--- src/verilog/fes_defines.svh ---
// Timing counts for the floating-point error signalling block.
// Assumes inclusion by bare name from design files.
`ifndef FES_DEFINES_SVH
`define FES_DEFINES_SVH

// Cycles an instruction spends executing after its interrupt window
`define FES_EXEC_CYCLES 8'h04
// Cycles the interrupt sampling window stays open
`define FES_WINDOW_CYCLES 8'h02
// Cycles of the brief error pulse at a non-waiting instruction
`define FES_PULSE_CYCLES 8'h01

`endif

--- src/verilog/fes_pkg.sv ---
// Types shared by the floating-point error signalling block.
// Assumes nothing of its surroundings.
package fes_pkg;

	// Class of an issued instruction
	typedef enum logic [1:0] {
		FES_CLS_WAIT = 2'h0,
		FES_CLS_ARITH = 2'h1,
		FES_CLS_NOWAIT = 2'h2
	} fes_cls_t;

	// Category of a detected numeric error
	typedef enum logic [1:0] {
		FES_EXC_DEFERRED = 2'h0,
		FES_EXC_IMMEDIATE = 2'h1,
		FES_EXC_SIMD = 2'h2
	} fes_exc_t;

	// Sequencer states
	typedef enum logic [2:0] {
		FES_ST_IDLE = 3'h0,
		FES_ST_PULSE = 3'h1,
		FES_ST_WIN = 3'h2,
		FES_ST_EXEC = 3'h3,
		FES_ST_FROZEN = 3'h4,
		FES_ST_SERVICE = 3'h5
	} fes_state_t;

endpackage

--- src/verilog/fes_if.sv ---
// Carrier between the sequencer and its interrupt window timer.
// Assumes both ends run on the same clock.
`timescale 1ns/1ns
interface fes_win_if;
	logic window_req;
	logic window_done;
	logic maskable_interrupt_in_seen;

	modport ctl (output window_req, input window_done, input maskable_interrupt_in_seen);
	modport win (input window_req, output window_done, output maskable_interrupt_in_seen);
endinterface

--- src/verilog/fes_window.sv ---
// Interrupt sampling window timer.
// Assumes window_req stays high for as long as the sequencer sits in its window state.
`timescale 1ns/1ns
`include "fes_defines.svh"
module fes_window #(
	parameter logic [7:0] WINDOW_CYCLES = `FES_WINDOW_CYCLES
) (
	// Clock and reset
	input wire logic sys_clk,
	input wire logic reset,
	// Interrupt pin and enable flag
	input wire logic maskable_interrupt_in,
	input wire logic interrupt_enable_flag,
	// Sequencer side
	fes_win_if.win wif
);

	logic [7:0] cnt;
	logic [7:0] next_cnt;
	logic open;

	////////////////////////////////////////////////////////////////////////////////
	// Window open while the count has not run out
	assign open = wif.window_req && (cnt != WINDOW_CYCLES);
	// Interrupt sampled only with the flag set and the window open
	assign wif.maskable_interrupt_in_seen = open && maskable_interrupt_in && interrupt_enable_flag;
	assign wif.window_done = wif.window_req && (cnt == WINDOW_CYCLES - 8'h01);

	// Next count
	always_comb begin
		if (!wif.window_req) begin
			next_cnt = 8'h00;
		end else if (open) begin
			next_cnt = cnt + 8'h01;
		end else begin
			next_cnt = cnt;
		end
	end

	// Count register
	always_ff @(posedge sys_clk) begin
		if (reset) begin
			cnt <= 8'h00;
		end else begin
			cnt <= next_cnt;
		end
	end

endmodule // fes_window

--- src/verilog/fes_top.sv ---
// Compatibility-mode error signalling for a floating-point unit.
// Assumes all inputs synchronous to sys_clk; the external latch, port-access
// flip-flops and interrupt controller sit outside and drive the interrupt pin.
`timescale 1ns/1ns
`include "fes_defines.svh"
module fes_top #(
	parameter logic [7:0] EXEC_CYCLES = `FES_EXEC_CYCLES,
	parameter logic [7:0] WINDOW_CYCLES = `FES_WINDOW_CYCLES,
	parameter logic [7:0] PULSE_CYCLES = `FES_PULSE_CYCLES
) (
	// Clock and reset
	input wire logic sys_clk,
	input wire logic reset,
	// Instruction issue
	input wire logic instr_valid,
	input wire fes_pkg::fes_cls_t instr_class,
	output logic instr_ready,
	output logic instr_retire,
	// Error detection and clearing
	input wire logic exc_valid,
	input wire logic exc_unmasked,
	input wire fes_pkg::fes_exc_t exc_kind,
	input wire logic exc_clear,
	// Mode and flags
	input wire logic native_error_enable,
	input wire logic later_generation,
	input wire logic interrupt_enable_flag,
	// Interrupt handling
	input wire logic handler_return,
	output logic interrupt_ack,
	output logic frozen,
	// Pins
	input wire logic maskable_interrupt_in,
	input wire logic ignore_numeric_error_in_n,
	output logic fpu_error_out_n
);

	fes_pkg::fes_state_t state;
	fes_pkg::fes_state_t next_state;
	fes_pkg::fes_state_t resume;
	fes_pkg::fes_state_t next_resume;
	logic [7:0] cnt;
	logic [7:0] next_cnt;
	logic pending;
	logic next_pending;
	logic reported;
	logic next_reported;
	logic shown;
	logic next_shown;
	logic next_instr_ready;
	logic next_instr_retire;
	logic next_interrupt_ack;
	logic next_frozen;
	logic next_fpu_error_out_n;
	logic compat;
	logic ignore;
	logic take_irq;
	logic accept;
	logic exc_hit;
	logic exc_now;
	logic still_pending;

	// Carrier to the window timer; the sequencer owns the request line,
	// the timer owns the done and sampled-interrupt lines.
	fes_win_if wif ();

	////////////////////////////////////////////////////////////////////////////////
	// Interrupt window timer
	fes_window #(
		.WINDOW_CYCLES(WINDOW_CYCLES)
	) u_window (
		.sys_clk(sys_clk),
		.reset(reset),
		.maskable_interrupt_in(maskable_interrupt_in),
		.interrupt_enable_flag(interrupt_enable_flag),
		.wif(wif)
	);

	assign wif.window_req = (state == fes_pkg::FES_ST_WIN);

	////////////////////////////////////////////////////////////////////////////////
	// Decoded conditions
	assign compat = !native_error_enable;
	assign ignore = !ignore_numeric_error_in_n;
	assign take_irq = maskable_interrupt_in && interrupt_enable_flag;
	assign accept = instr_valid && instr_ready;
	// Packed-SIMD errors never count as pending
	assign exc_hit = exc_valid && exc_unmasked && (exc_kind != fes_pkg::FES_EXC_SIMD);
	// Immediate report at detection: immediate category or later generation
	assign exc_now = exc_hit && (later_generation || exc_kind == fes_pkg::FES_EXC_IMMEDIATE);
	assign still_pending = pending && !exc_clear;

	////////////////////////////////////////////////////////////////////////////////
	// Error bookkeeping: a new error wins over a clear in the same cycle
	// pending marks an unmasked error not yet cleared by the handler.
	// reported marks that the pin has been told about it as a level;
	// a deferred error from an earlier generation only becomes reported when a waiting instruction
	// is taken, so a non-waiting instruction can still pulse before that.
	// Losing a same-cycle error to a clear would hide it from the handler,
	// hence the set is applied last.
	always_comb begin
		next_pending = pending;
		next_reported = reported;
		if (exc_clear) begin
			next_pending = 1'b0;
			next_reported = 1'b0;
		end
		if (accept && pending && instr_class != fes_pkg::FES_CLS_NOWAIT) begin
			next_reported = !exc_clear;
		end
		if (exc_hit) begin
			next_pending = 1'b1;
		end
		if (exc_now) begin
			next_reported = 1'b1;
		end
	end

	// Error level: raised only without ignore, held while the error stays pending
	// Once low, the level stays low under ignore so the external ignore flop,
	// which is cleared by the high pin, keeps its state inside the handler.
	always_comb begin
		next_shown = compat && next_pending && next_reported && (shown || !ignore);
	end

	////////////////////////////////////////////////////////////////////////////////
	// Sequencer next state
	// One instruction at a time: ready is only high in the idle state.
	// Interrupts are taken in three places: the window, the boundary at the
	// end of execution (or while idle), and while frozen, so a late request
	// is never lost. Service entered from the window goes on to execution, otherwise back to idle or frozen;
	// the window is not reopened after a serviced interrupt.
	// A later-generation non-waiting instruction bypasses the window so it
	// cannot pick up the request raised by an earlier error.
	always_comb begin
		next_state = state;
		next_resume = resume;
		next_cnt = cnt;
		next_instr_retire = 1'b0;
		next_interrupt_ack = 1'b0;
		unique case (state)
			fes_pkg::FES_ST_IDLE: begin
				next_cnt = 8'h00;
				if (accept) begin
					if (compat && !ignore && still_pending &&
						instr_class != fes_pkg::FES_CLS_NOWAIT) begin
						next_state = fes_pkg::FES_ST_FROZEN;
					end else if (compat && !ignore && still_pending && !reported &&
						instr_class == fes_pkg::FES_CLS_NOWAIT) begin
						next_state = fes_pkg::FES_ST_PULSE;
					end else if (later_generation && instr_class == fes_pkg::FES_CLS_NOWAIT) begin
						next_state = fes_pkg::FES_ST_EXEC;
					end else begin
						next_state = fes_pkg::FES_ST_WIN;
					end
				end else if (take_irq) begin
					next_state = fes_pkg::FES_ST_SERVICE;
					next_resume = fes_pkg::FES_ST_IDLE;
					next_interrupt_ack = 1'b1;
				end
			end
			fes_pkg::FES_ST_PULSE: begin
				// Pulse ends and the instruction carries on, no freeze
				if (cnt == PULSE_CYCLES - 8'h01) begin
					next_cnt = 8'h00;
					next_state = later_generation ? fes_pkg::FES_ST_EXEC
						: fes_pkg::FES_ST_WIN;
				end else begin
					next_cnt = cnt + 8'h01;
				end
			end
			fes_pkg::FES_ST_WIN: begin
				// Interrupt inside the window is serviced before execution resumes
				if (wif.maskable_interrupt_in_seen) begin
					next_state = fes_pkg::FES_ST_SERVICE;
					next_resume = fes_pkg::FES_ST_EXEC;
					next_interrupt_ack = 1'b1;
				end else if (wif.window_done) begin
					next_state = fes_pkg::FES_ST_EXEC;
				end
			end
			fes_pkg::FES_ST_EXEC: begin
				if (cnt == EXEC_CYCLES - 8'h01) begin
					next_cnt = 8'h00;
					next_instr_retire = 1'b1;
					// Late interrupt taken at the instruction boundary
					if (take_irq) begin
						next_state = fes_pkg::FES_ST_SERVICE;
						next_resume = fes_pkg::FES_ST_IDLE;
						next_interrupt_ack = 1'b1;
					end else begin
						next_state = fes_pkg::FES_ST_IDLE;
					end
				end else begin
					next_cnt = cnt + 8'h01;
				end
			end
			fes_pkg::FES_ST_FROZEN: begin
				// Thaw once cleared, ignored, or native mode chosen
				if (!compat || !still_pending || ignore) begin
					next_state = fes_pkg::FES_ST_WIN;
				end else if (take_irq) begin
					next_state = fes_pkg::FES_ST_SERVICE;
					next_resume = fes_pkg::FES_ST_FROZEN;
					next_interrupt_ack = 1'b1;
				end
			end
			fes_pkg::FES_ST_SERVICE: begin
				if (handler_return) begin
					next_state = resume;
				end
			end
			default: begin
				next_state = fes_pkg::FES_ST_IDLE;
			end
		endcase
		next_instr_ready = (next_state == fes_pkg::FES_ST_IDLE);
		next_frozen = (next_state == fes_pkg::FES_ST_FROZEN);
	end

	////////////////////////////////////////////////////////////////////////////////
	// Error pin: level from the held error, or the brief non-waiting pulse
	always_comb begin
		// Pulse only when no level is showing and the error is still pending
		next_fpu_error_out_n = !(next_shown ||
			(next_state == fes_pkg::FES_ST_PULSE && compat && next_pending));
	end

	////////////////////////////////////////////////////////////////////////////////
	// Registers
	// Every output is registered straight from its next value, so the pins
	// change one cycle after the condition that moves them; the pin rests
	// high and ready rests low while reset is held.
	always_ff @(posedge sys_clk) begin
		if (reset) begin
			state <= fes_pkg::FES_ST_IDLE;
			resume <= fes_pkg::FES_ST_IDLE;
			cnt <= 8'h00;
			pending <= 1'b0;
			reported <= 1'b0;
			shown <= 1'b0;
			instr_ready <= 1'b0;
			instr_retire <= 1'b0;
			interrupt_ack <= 1'b0;
			frozen <= 1'b0;
			fpu_error_out_n <= 1'b1;
		end else begin
			state <= next_state;
			resume <= next_resume;
			cnt <= next_cnt;
			pending <= next_pending;
			reported <= next_reported;
			shown <= next_shown;
			instr_ready <= next_instr_ready;
			instr_retire <= next_instr_retire;
			interrupt_ack <= next_interrupt_ack;
			frozen <= next_frozen;
			fpu_error_out_n <= next_fpu_error_out_n;
		end
	end

endmodule // fes_top

--- config.mk ---
export PLATFORM = sky130hd
export DESIGN_NAME = fes_top
export DESIGN_NICKNAME = d
export VERILOG_FILES = /design/src/verilog/fes_pkg.sv /design/src/verilog/fes_if.sv /design/src/verilog/fes_window.sv /design/src/verilog/fes_top.sv
export VERILOG_INCLUDE_DIRS = /design/src /design/src/verilog
export SDC_FILE = /design/constraint.sdc
export NUM_CORES = 1
export LEC_CHECK = 0
export BUFFER_PORTS_ARGS = -buffer_cell sky130_fd_sc_hd__buf_2
export CAP_MARGIN = 20
export CORE_MARGIN = 2
export CORE_UTILIZATION = 40
export CTS_BUF_LIST = sky130_fd_sc_hd__clkbuf_4 sky130_fd_sc_hd__clkbuf_8
export DETAILED_ROUTE_END_ITERATION = 10
export PLACE_DENSITY = 0.62
export SLEW_MARGIN = 10
export SYNTH_ARGS = -nofsm -noshare
export SYNTH_HDL_FRONTEND = slang
export SYNTH_SLANG_ARGS = --single-unit
--- constraint.sdc ---
create_clock -name sys_clk -period 5.6 [get_ports sys_clk]
set_input_delay 0.28 -clock sys_clk [delete_from_list [all_inputs] [get_ports sys_clk]]
set_output_delay 0.28 -clock sys_clk [all_outputs]
set_load 0.02 [all_outputs]
==> metrics.txt <==
status=finished, final reports clean; fraction of registers with async set/reset=0; Post-Layout Cell Count=265; Post-synth EDFFs=0; Setup crit end kind=flop; Syn-to-layout area delta=13.4%; Worst-Margin Slew=864 ps; total global routing track utilization=0.167; cts hold-fix bufs=0; WP data required=5760 ps; PostCTS Resize Cnt=0; Synth cell types=41; CTS buffer count=5; Final ANT Viol Nets=0; first-pass GRT wire length=5.66 mm; drt wl/cell=12.7 um; IO Pins=21; layout cell share with drive strength beyond 1=0.157; drt drc=0; most frequent cells after synthesis=dfxtp_1 (29), nor2_1 (28), a21oi_1 (20), nand3_1 (10); drt via density=5.51; area leader, netlist=dfxtp_1; Post-CTS Setup Inserts=0; post-synthesis register bit count=29; gpl congestion=0.832; DIE AREA=4530 um^2; RSZ-0062 raised after global routing=false; largest net degree at the start of global routing=21; Bufs on Longest Clock Path=2; die width=67.3 um; Design Area, Final=1820 um^2; element type at the critical path start=flop; vias in the first global route=1350; register area share after synthesis=0.362; Leakage=0.702 nW; final hold vios=0; final critical-path required period=2170 ps; Clock transition at path regs=60 ps; HP Class=in -> reg; TritonCTS clock tree=done; fin nets=238; Iter 0 DRT Violations=104; synth top area cells=dfxtp_1 (36%), nor2_1 (6.6%), a21oi_1 (6.3%), ha_1 (3.9%), nor3b_1 (3.8%); critical path class=reg -> reg; Ys Warns=0; core area=3740 um^2; placed cells=258; final WL=3.37 mm; mean post-synth cell area=8.05 um^2; relative slew slack=0.424; TritonRoute pass-1 iters=4; Post-Syn Nets=220; vias=1461; Post-DP Area=1730 um^2; power per cell area=325 nW/um^2; ys flop type=dfxtp_1; Arr. time, crit path=2330 ps; count leader, synth=dfxtp_1; HPWL after DPL=2.50 mm; Mapped Cells=199; Die Height=67.3 um; maximum operating frequency=461 MHz; final count of pins violating max slew=0; H-tree depth=2; final setup fails=0; number of port buffers=20; Core Rows=22; initial core utilization=0.428; Remaining Overflow, GRT=0; Max Cap Viol=0; CP max FO=14; fill count=388; clk_skew=5.82 ps; initial antenna violation count=0; fin util=0.485; synthesized cell area=1600 um^2; Ant. Diodes=0; clk root buf=clkbuf_8; Tcrit/Tclk final=0.387; setup_tns=0 ps; Synth top area share=0.363; Clock Sinks=29; worst vdd ir=126 uV; worst-skew pair later-pin latency=280 ps
==> layer usage <==
metal | vias to the layer above | part of all wire | GRT usage
li1 | 746 | - | -
met1 | 685 | 0.48 | 0.209
met2 | 24 | 0.45 | 0.262
met3 | 6 | 0.048 | 0.0533
met4 | 0 | 0.017 | 0.0765
met5 | - | 0 | 0
==> cell usage in the layout (no fill, tap or decap), types with 2 or more instances in the layout <==
cell      synthesis  routed
nand4_1           4       4
a31oi_1           3       3
nor3b_1           8       8
dfxtp_1          29      29
nand4b_1          2       2
nand2b_1          6       6
nand2_1           7       7
ha_1              5       5
nor2b_1           3       3
nand3_1          10      10
xnor2_1           2       2
nand3b_1          3       3
nor2_1           28      28
nor3_1            5       5
o22ai_1           3       3
xor2_1            5       5
a21oi_1          20      20
nor4_4            2       2
clkbuf_8          0       6
and2_1            2       2
o21ai_0           9       9
buf_2             2      20
inv_1             9       9
and3_1            6       6
or3_1             3       3
==> path summary, 6_finish.rpt <==
kind	start	endpoint	slack, ps	cells past startpoint
worst min-delay path	exc_clear	pending$_SDFF_PP0_	310	3
worst max-delay path	cnt[2]$_SDFFE_PP0P_	cnt[5]$_SDFFE_PP0P_	3430	6
worst min register to register	cnt[1]$_SDFFE_PP0P_	cnt[1]$_SDFFE_PP0P_	490	2
worst max register to register	cnt[2]$_SDFFE_PP0P_	cnt[5]$_SDFFE_PP0P_	3430	6
==> worst max-delay path, cell delays in order (launching register included) <==
cell	delay (ps)
dfxtp_1	360
nor4_4	350
a311oi_1	170
a21oi_1	700
o21ai_0	240
a21oi_1	190
nor2_1	50
==> layout make-up <==
class,instances,area [um^2],area share
tap,48,60.1,0.0331
sequential,29,581,0.320
multi-input combinational,152,951,0.524
clock buffer,7,90.1,0.0496
timing repair buffer,20,100,0.0551
inverter,9,33.8,0.0186
==> power by group <==
group / internal [mW] / total, mW / switching [mW] / leakage (nW)
Combinational: 0.0644 / 0.167 / 0.103 / 0.420
Clock: 0.102 / 0.176 / 0.0740 / 0.0477
Sequential: 0.222 / 0.247 / 0.0248 / 0.235
Total: 0.389 / 0.590 / 0.202 / 0.702
==> metrics by stage <==
| step | power (mW) | setup WS, ps | hold slack (ps) |
|---|---|---|---|
| global route | 0.628 | 3120 | 330 |
| global placement | 0.418 | 3490 | 479 |
| floorplan | 0.379 | 3700 | 448 |
| finish | 0.590 | 3430 | 313 |
| CTS | 0.597 | 3440 | 309 |
| detailed placement | 0.418 | 3430 | 487 |
==> registers in the layout (all words and copies together), names as in the netlist <==
signal / count
cnt: 8
fpu_error_out_n: 1
frozen: 1
instr_ready: 1
instr_retire: 1
interrupt_ack: 1
pending: 1
reported: 1
resume: 2
shown: 1
state: 3
u_window.cnt: 8
==> kinds of logic (layout without fill, tap and decap cells) <==
logic type | count (synthesis) | after routing | synth area share
and+or+nand+nor | 94 | 94 | 0.341
AOI/OAI and AO/OA | 46 | 46 | 0.175
DFF | 29 | 29 | 0.363
buffers and inverters | 18 | 36 | 0.0438
xor gates and xnor gates | 7 | 7 | 0.0383
adders and majority gates | 5 | 5 | 0.0391
Power figures use the tool's default switching activity.
